**config.mk**
```make
export PLATFORM = sky130hd
export DESIGN_NAME = spi_ctrl
export DESIGN_NICKNAME = d
export VERILOG_FILES = /design/src/spi_ctrl.v /design/src/clk_divider.v
export VERILOG_INCLUDE_DIRS = /design/src
export SDC_FILE = /design/constraint.sdc
export NUM_CORES = 1
export LEC_CHECK = 0
export BUFFER_PORTS_ARGS = -buffer_cell sky130_fd_sc_hd__clkbuf_2
export CORE_UTILIZATION = 51
export CTS_CLUSTER_DIAMETER = 50
export DETAILED_ROUTE_END_ITERATION = 8
export PLACE_DENSITY = 0.7
export RECOVER_POWER = 50
export SYNTH_ARGS = -nofsm -noshare
export SYNTH_HDL_FRONTEND = slang
export SYNTH_SLANG_ARGS = --single-unit
```
**constraint.sdc**
```tcl
create_clock -name clk -period 3.71 [get_ports clk]
set_clock_uncertainty 0.1 [all_clocks]
set_input_delay 0.5565 -clock clk [delete_from_list [all_inputs] [get_ports clk]]
set_output_delay 0.5565 -clock clk [all_outputs]
set_load 0.01 [all_outputs]
```
**src/spi_defs.vh**
```
// Register offsets, field positions, reset values and character length of the serial controller
`ifndef SPI_DEFS_VH
`define SPI_DEFS_VH

`define ADDR_DATA       4'h0
`define ADDR_CONFIG     4'h4
`define ADDR_CTRL       4'h8
`define ADDR_SELECT     4'hC

`define CFG_IRQ_EN      7
`define CFG_MASTER      6
`define CFG_LSB_FIRST   5
`define CFG_CPHA        4
`define CFG_CPOL        3
`define CFG_RATE_HI     2

`define CTRL_ENABLE     7
`define CTRL_ERROR      0

`define ST_ENABLE       7
`define ST_BUSY         3
`define ST_TX_EMPTY     2
`define ST_RX_READY     1
`define ST_ERROR        0

`define REG_RESET       8'h00
`define CHAR_BITS       4'h8

`endif

```
**src/spi_ctrl.v**
```verilog
// Serial controller, master or slave, with an 8-bit APB register port
`timescale 1ns/1ns
`include "spi_defs.vh"
module spi_ctrl
(
    // System clock and reset
    input  wire       clk,
    input  wire       nrst,
    // APB register port
    input  wire       psel,
    input  wire       penable,
    input  wire       pwrite,
    input  wire [3:0] paddr,
    input  wire [7:0] pwdata,
    output reg  [7:0] prdata,
    // Flag and interrupt outputs
    output wire       tx_reg_empty,
    output wire       rx_data_ready,
    output wire       irq,
    output wire       master_mode,
    // Master side pins
    input  wire       m_miso,
    output reg        m_mosi,
    output reg        m_sck,
    output reg  [7:0] m_sel_n,
    // Slave side pins
    input  wire       s_sck,
    input  wire       s_sel_n,
    input  wire       s_mosi,
    output reg        s_miso,
    output wire       s_miso_oe_n
);

    localparam [2:0] ST_IDLE = 3'b001;
    localparam [2:0] ST_LEAD = 3'b010;
    localparam [2:0] ST_XFER = 3'b100;

    reg  [7:0] cfg_ff;
    reg  [7:0] sel_mask_ff;
    reg        enable_ff;
    reg        error_ff;
    reg  [7:0] tx_hold_ff;
    reg        tx_empty_ff;
    reg  [7:0] rx_hold_ff;
    reg        rx_ready_ff;
    reg  [7:0] shift_ff;
    reg  [3:0] bit_cnt_ff;
    reg  [2:0] state_ff;
    reg        sck_phase_ff;
    reg  [2:0] s_sck_sync_ff;
    reg  [1:0] s_sel_sync_ff;
    reg  [1:0] s_mosi_sync_ff;
    reg  [1:0] m_miso_sync_ff;
    reg  [2:0] s_sel_hist_ff;
    reg  [2:0] samp_dly_ff;
    reg  [7:0] rx_shift_ff;
    reg  [2:0] rx_cnt_ff;
    reg        tx_load;

    wire       wr_en;
    wire       rd_data;
    wire       is_master;
    wire       half_tick;
    wire       busy;
    wire       char_done;
    wire [7:0] rx_char;
    wire       s_sel_act;
    wire       s_rise;
    wire       s_fall;
    wire       s_lead;
    wire       s_trail;
    wire       s_start;
    wire       cpha;
    wire       lsb;
    wire       in_bit;
    wire       out_bit;
    wire       samp_now;
    wire       rx_strobe;
    wire       rx_capture;

    assign wr_en   = psel && penable && pwrite;
    assign rd_data = psel && penable && !pwrite && (paddr == `ADDR_DATA);
    assign is_master = cfg_ff[`CFG_MASTER];
    assign master_mode = is_master;
    assign cpha = cfg_ff[`CFG_CPHA];
    assign lsb  = cfg_ff[`CFG_LSB_FIRST];
    assign busy = (state_ff != ST_IDLE);

    // Flag outputs are level copies of the status flags
    assign tx_reg_empty  = tx_empty_ff;
    assign rx_data_ready = rx_ready_ff;
    assign irq = cfg_ff[`CFG_IRQ_EN] && (tx_empty_ff || rx_ready_ff);

    // Serial bit order: the outgoing bit and the receive shift direction
    assign out_bit = lsb ? shift_ff[0] : shift_ff[7];
    // Divider runs only while the master is active
    clk_divider u_div
    (
        .clk       (clk),
        .nrst      (nrst),
        .run       (busy && is_master),
        .rate      (cfg_ff[`CFG_RATE_HI:0]),
        .half_tick (half_tick)
    );

    // Pin synchronisers; first stage feeds only the second
    always @(posedge clk or negedge nrst)
    begin
        if (!nrst)
        begin
            s_sck_sync_ff  <= 3'b000;
            s_sel_sync_ff  <= 2'b11;
            s_mosi_sync_ff <= 2'b00;
            m_miso_sync_ff <= 2'b00;
            s_sel_hist_ff  <= 3'b111;
        end
        else
        begin
            s_sck_sync_ff  <= {s_sck_sync_ff[1:0], s_sck};
            s_sel_sync_ff  <= {s_sel_sync_ff[0], s_sel_n};
            s_mosi_sync_ff <= {s_mosi_sync_ff[0], s_mosi};
            m_miso_sync_ff <= {m_miso_sync_ff[0], m_miso};
            s_sel_hist_ff  <= {s_sel_hist_ff[1:0], s_sel_sync_ff[1]};
        end
    end

    // Edge detection looks only at synchronised stages 2 and 3
    assign s_rise    = s_sck_sync_ff[1] && !s_sck_sync_ff[2];
    assign s_fall    = !s_sck_sync_ff[1] && s_sck_sync_ff[2];
    assign s_sel_act = !s_sel_sync_ff[1];
    assign s_start   = s_sel_act && s_sel_hist_ff[0];
    // Leading edge is rise for idle-low clock; phase picks sample edge
    assign s_lead  = s_sel_act && (cfg_ff[`CFG_CPOL] ? s_fall : s_rise);
    assign s_trail = s_sel_act && (cfg_ff[`CFG_CPOL] ? s_rise : s_fall);
    assign in_bit  = is_master ? m_miso_sync_ff[1] : s_mosi_sync_ff[1];

    // A character completes after the eighth sample
    assign char_done = (bit_cnt_ff == `CHAR_BITS);

    // Sample strobe: leading edge in phase 0, trailing edge in phase 1
    assign samp_now = enable_ff && (state_ff == ST_XFER) && !char_done &&
                      (is_master ? (half_tick && (!sck_phase_ff ^ cpha))
                                 : ((s_lead || s_trail) && (s_lead ^ cpha)));
    assign rx_strobe  = is_master ? samp_dly_ff[2] : samp_now;
    assign rx_capture = rx_strobe && (rx_cnt_ff == 3'h7);
    assign rx_char    = lsb ? {in_bit, rx_shift_ff[7:1]} : {rx_shift_ff[6:0], in_bit};

    // APB writes to configuration, control, select and data
    always @(posedge clk or negedge nrst)
    begin
        if (!nrst)
        begin
            cfg_ff      <= `REG_RESET;
            sel_mask_ff <= `REG_RESET;
            enable_ff   <= 1'b0;
            tx_hold_ff  <= `REG_RESET;
        end
        else if (wr_en)
        begin
            if (paddr == `ADDR_CONFIG)
                cfg_ff <= pwdata;
            else if (paddr == `ADDR_CTRL)
                enable_ff <= pwdata[`CTRL_ENABLE];
            else if (paddr == `ADDR_SELECT)
                sel_mask_ff <= pwdata;
            else if (paddr == `ADDR_DATA)
                tx_hold_ff <= pwdata;
        end
    end

    // Flags: hardware set beats software clear for receive ready and error; a data write beats tx_load
    always @(posedge clk or negedge nrst)
    begin
        if (!nrst)
        begin
            tx_empty_ff <= 1'b0;
            rx_ready_ff <= 1'b0;
            error_ff    <= 1'b0;
            rx_hold_ff  <= `REG_RESET;
        end
        else
        begin
            // Transmit holding is free while idle-empty, loaded on write
            if (wr_en && (paddr == `ADDR_DATA))
                tx_empty_ff <= 1'b0;
            else if (tx_load)
                tx_empty_ff <= 1'b1;
            else if (!enable_ff)
                tx_empty_ff <= 1'b1;
            if (rx_capture)
            begin
                rx_hold_ff  <= rx_char;
                rx_ready_ff <= 1'b1;
                if (rx_ready_ff && !rd_data)
                    error_ff <= 1'b1;
            end
            else
            begin
                if (rd_data)
                    rx_ready_ff <= 1'b0;
                if (wr_en && (paddr == `ADDR_CTRL) && !pwdata[`CTRL_ERROR])
                    error_ff <= 1'b0;
            end
        end
    end

    // Transfer engine shared by both roles
    always @*
    begin
        tx_load = 1'b0;
        if (enable_ff && !tx_empty_ff && state_ff == ST_IDLE)
            tx_load = is_master || s_start || !s_sel_act;
    end

    // Master samples come through the miso synchroniser, so the strobe is
    // delayed three clocks to meet the bit that stood at the sample edge
    always @(posedge clk or negedge nrst)
    begin
        if (!nrst)
        begin
            samp_dly_ff <= 3'b000;
            rx_shift_ff <= `REG_RESET;
            rx_cnt_ff   <= 3'h0;
        end
        else if (!enable_ff)
        begin
            samp_dly_ff <= 3'b000;
            rx_cnt_ff   <= 3'h0;
        end
        else
        begin
            samp_dly_ff <= {samp_dly_ff[1:0], samp_now && is_master};
            if (!is_master && s_start && state_ff == ST_IDLE)
                rx_cnt_ff <= 3'h0;
            else if (rx_strobe)
            begin
                rx_shift_ff <= rx_char;
                rx_cnt_ff   <= rx_cnt_ff + 3'h1;
            end
        end
    end

    always @(posedge clk or negedge nrst)
    begin
        if (!nrst)
        begin
            state_ff     <= ST_IDLE;
            shift_ff     <= `REG_RESET;
            bit_cnt_ff   <= 4'h0;
            sck_phase_ff <= 1'b0;
        end
        else if (!enable_ff)
        begin
            state_ff     <= ST_IDLE;
            bit_cnt_ff   <= 4'h0;
            sck_phase_ff <= 1'b0;
        end
        else
        begin
            case (state_ff)
                ST_IDLE:
                begin
                    bit_cnt_ff   <= 4'h0;
                    sck_phase_ff <= 1'b0;
                    if (tx_load)
                    begin
                        shift_ff <= tx_hold_ff;
                        state_ff <= is_master ? ST_LEAD : ST_XFER;
                    end
                    else if (!is_master && s_start)
                    begin
                        // No new character: resend last holding value
                        shift_ff <= tx_hold_ff;
                        state_ff <= ST_XFER;
                    end
                end
                ST_LEAD:
                    // Half period with select low before the first clock edge
                    if (half_tick)
                        state_ff <= ST_XFER;
                ST_XFER:
                begin
                    if (char_done)
                    begin
                        // Phase 0 ends on its last trailing edge, phase 1 a half later
                        if (!is_master || half_tick)
                            state_ff <= ST_IDLE;
                    end
                    else if (is_master ? half_tick : (s_lead || s_trail))
                    begin
                        // Outgoing bit moves on at each sample edge
                        if (samp_now)
                        begin
                            shift_ff <= lsb ? {1'b0, shift_ff[7:1]}
                                            : {shift_ff[6:0], 1'b0};
                            bit_cnt_ff <= bit_cnt_ff + 4'h1;
                        end
                        if (is_master)
                            sck_phase_ff <= !sck_phase_ff;
                    end
                    if (!is_master && !s_sel_act)
                        state_ff <= ST_IDLE;
                end
                default:
                    state_ff <= ST_IDLE;
            endcase
        end
    end
    // Pin drivers registered; inactive levels while disabled
    always @(posedge clk or negedge nrst)
    begin
        if (!nrst)
        begin
            m_sck   <= 1'b0;
            m_mosi  <= 1'b0;
            m_sel_n <= 8'hFF;
            s_miso  <= 1'b0;
        end
        else
        begin
            // Clock toggles once per half period, rests at polarity level while enabled, low while disabled
            if (enable_ff && is_master && state_ff == ST_XFER)
            begin
                if (half_tick && (!char_done || sck_phase_ff))
                    m_sck <= !m_sck;
            end
            else
                m_sck <= enable_ff && cfg_ff[`CFG_CPOL];
            m_mosi  <= enable_ff && is_master && busy && out_bit;
            // Mask gates select lines, only while a character is in flight
            m_sel_n <= (enable_ff && is_master && busy) ? ~sel_mask_ff
                                                        : 8'hFF;
            s_miso  <= enable_ff && !is_master && busy && out_bit;
        end
    end

    // Slave output driven only while selected and enabled (oe active low)
    assign s_miso_oe_n = !(enable_ff && !is_master && s_sel_act);

    // APB read mux; status shares offset with control
    always @*
    begin
        prdata = 8'h00;
        if (paddr == `ADDR_DATA)
            prdata = rx_hold_ff;
        else if (paddr == `ADDR_CONFIG)
            prdata = cfg_ff;
        else if (paddr == `ADDR_CTRL)
            prdata = {enable_ff, 3'b000, busy && is_master, tx_empty_ff,
                      rx_ready_ff, error_ff};
        else if (paddr == `ADDR_SELECT)
            prdata = sel_mask_ff;
    end

endmodule

```
**src/clk_divider.v**
```verilog
// Divider giving a one-cycle toggle enable at half the selected serial clock period
`timescale 1ns/1ns
module clk_divider
(
    // Clock and reset
    input  wire       clk,
    input  wire       nrst,
    // Control
    input  wire       run,
    input  wire [2:0] rate,
    // Enable pulse, one per serial clock half period
    output wire       half_tick
);

    reg  [6:0] cnt_ff;
    wire [6:0] limit;

    // Half period is 2^rate system clocks: code 0 gives divide by 2
    assign limit = (7'h01 << rate) - 7'h01;
    assign half_tick = run && (cnt_ff >= limit);

    // Counter restarts whenever idle so the first half period is always full
    always @(posedge clk or negedge nrst)
    begin
        if (!nrst)
            cnt_ff <= 7'h00;
        else if (!run || half_tick)
            cnt_ff <= 7'h00;
        else
            cnt_ff <= cnt_ff + 7'h01;
    end

endmodule

```
==> flow_summary.ini <==
[sta]
setup_viol_count_final = 0
maxSlewViolCount = 0
max_slew_margin_pct = 1.16
final.setup.tns_ns = 0
finalCriticalPeriod_ns = 2.97
max_clock_freq_mhz = 337
fin_crit_sh_pct = 80.0
worst_slew_pin_slew_ns = 1.48
rsz0062_at_grt = no
finalHoldViolations = 0

[place]
portBuffers = 44
routabilityCongestion = 0.821
dp_hpwl_um = 6940
placed_cell_area_um2 = 4890

[drt]
wl_per_cell_um = 16.5
via_per_inst = 5.52
drt-initial-drc-count = 127
routed_wl_um = 9560
vias = 3201
drc = 0
ant_nets = 0
dr.pass1.iters = 5

[synth]
ys.flop_type = dfrtp_1
synth_nets = 449
yosysUniqueCellTypes = 54
synth_seq_cells = 94
synthArstFlopShare_pct = 100
syn-cell-area_um2 = 4530
synth-seq-area-share_pct = 52.3
avgSynthCellArea_um2 = 10.9
synthCells = 416
synth_edf_count = 0
yosysWarnings = 0

[clocking]
root_buffer = clkbuf_8
cts_max_path_buffers = 2
htree_levels = 3
tritoncts = done
post_cts_buffers = 0
clkSinkCount = 94
ctsResizeCount = 0
path_clk_slew_ns = 0.09
numCtsBuffers = 9
clkLatencyLatePin_ns = 0.38
ctsHoldBuffers = 1

[power_and_ir_drop]
pwr-share-comb_pct = 12.3
power_leakage_nw = 2.34
p_sw_share_pct = 27.0
power.switching_mw = 0.576
ir_worst_vdd_v = 0.000217
internal-power_mw = 1.56
pwr-share-seq_pct = 54.4
clockPowerShare_pct = 33.3
powerDensity_nw_per_um2 = 419

[floorplanning]
start_util_pct = 52.4
fp-row-count = 34
core_um2 = 8640
fp.dieH_um = 96.2
die_width_um = 96.2
ios = 45
die_area_um2 = 9250

[worst_setup_path]
path_buf_inv = 0
cp_slowest_stage_delay_ns = 0.51
r2r_setup_slack_ns = 0.74
critPathSlowestCell = o21ai_1
reg2reg_from = cfg_ff[1]$_DFFE_PN0P_
worstSetupPathType = flop to flop
r2r.worst_path.cells = 8
critical_path_depth = 8
startpoint_type = flop
cp.required_ns = 3.88
cp_max_fo = 8
end_kind = flop
arrival_ns = 3.13
r2r-end = shift_ff[2]$_DFFE_PN0P_
critPathTopFamily = compound AO/OA/AOI/OAI gates
crit_chain = or3_1 -> ha_1 -> nand2b_1 -> a31oi_1 -> o21ai_1 -> o211ai_2 -> a21oi_4 -> mux2_4

[finish]
final_common_cell = dfrtp_1
multiInputGateArea_um2 = 2080
syn_to_final_growth_pct = 12.4
nNetsFinal = 500
seqCellArea_um2 = 2370
drive_above_1_share_pct = 25.2
post-route-util_pct = 58.9
nFillCells = 734
num_antenna_cells = 0
final_area_um2 = 5090
mostFrequentLayoutCells = 82 x dfrtp_1, 55 x nand2_1, 41 x clkbuf_2

[grt]
gr-total-overflow = 0
antenna_found_initial = 0
grtUsageTotal_pct = 22.9
gr-usage-met3_pct = 5.29
grt_use_met2_pct = 36.3
use_met1_pct = 31.0
top_usage_layer = met2
grt_pass1_vias = 3063
grt_start_max_net_pins = 36
grt_pass1_wl_um = 15500

[worst_hold_path]
holdPathStages = 1
hp-class = input pin to flop
hold_start = s_sel_n
min_to = s_sel_sync_ff[0]$_DFF_PN1_

[job]
drv_cap = 0

[status]
status = finished clean
-- cells by family (layout without fill, tap and decap cells) --
family,after synthesis,after routing,synth area share (%)
flip-flops,94,94,52.3
multiplexers,58,58,14.6
AO/OA/AOI/OAI,77,77,10.9
XOR/XNOR,9,9,1.74
adder cells (fa/ha/maj),12,12,3.32
buffers and inverters,21,77,1.93
AND/OR/NAND/NOR,145,145,15.2
-- synthesized netlist by cell type, drive strengths merged (8+ instances only) --
cell type	n	area, um^2
nand3	10	50.1
ha	12	150
a21oi	25	136
mux2i	19	190
nor2	39	149
nor2b	8	50.1
dfstp	12	315
dfrtp	82	2050
nand2	55	206
o21ai	26	130
clkbuf	8	30.0
inv	9	33.8
mux2	39	469
-- sequential cells by signal (all words and copies together) (netlist names), 3 cells and up --
signal and count:
u_div.cnt_ff 7, s_sck_sync_ff 3, shift_ff 8, samp_dly_ff 3, tx_hold_ff 8, rx_hold_ff 8
sel_mask_ff 8, cfg_ff 8, state_ff 3, bit_cnt_ff 4, rx_cnt_ff 3, m_sel_n 8
rx_shift_ff 8
-- metrics by stage --
step / power (mW) / hold WS [ns] / cells / setup slack, ns
final: 2.13 / 0.158 / 580 / 0.744
after global routing: 2.23 / 0.152 / 580 / 0.544
after CTS: 2.16 / 0.147 / 580 / 0.770
after detailed placement: 1.45 / 0.237 / 563 / 0.782
after global placement: 1.44 / 0.235 / 563 / 0.880
after floorplan: 1.34 / 0.161 / 416 / 1.11
-- layer usage --
metal | part of all wire (%) | wire length, um
met1 | 47 | 4500
met4 | 1.7 | 163
met2 | 48 | 4580
met3 | 3.3 | 312
met5 | 0 | 0
-- area by class of cell --
class	instances	area share [%]
multi-input cells	301	40.8
well taps	108	2.66
repair buffers	52	5.26
inverters	9	0.664
flip-flops and latches	94	46.5
clock inverters	6	1.35
clock buffers	10	2.71
-- how the worst max path moves through the flow --
stage	start	to	slack, ns
after floorplan	cfg_ff[1]$_DFFE_PN0P_	shift_ff[0]$_DFFE_PN0P_	1.11
after global placement	cfg_ff[1]$_DFFE_PN0P_	shift_ff[4]$_DFFE_PN0P_	0.88
after detailed placement	cfg_ff[1]$_DFFE_PN0P_	shift_ff[2]$_DFFE_PN0P_	0.78
after CTS	cfg_ff[1]$_DFFE_PN0P_	shift_ff[6]$_DFFE_PN0P_	0.77
after global routing	nrst	cfg_ff[2]$_DFFE_PN0P_	0.54
final	cfg_ff[1]$_DFFE_PN0P_	shift_ff[2]$_DFFE_PN0P_	0.74
-- power by group through the flow --
| stage | sequential [mW] | combinational, mW | clock (mW) |
|---|---|---|---|
| final | 1.16 | 0.262 | 0.710 |
| after global routing | 1.17 | 0.291 | 0.772 |
| after CTS | 1.16 | 0.268 | 0.730 |
| after detailed placement | 1.18 | 0.267 | 0 |
| after global placement | 1.18 | 0.259 | 0 |
| after floorplan | 1.15 | 0.188 | 0 |
Note: power is estimated with default switching activity, not from simulation.
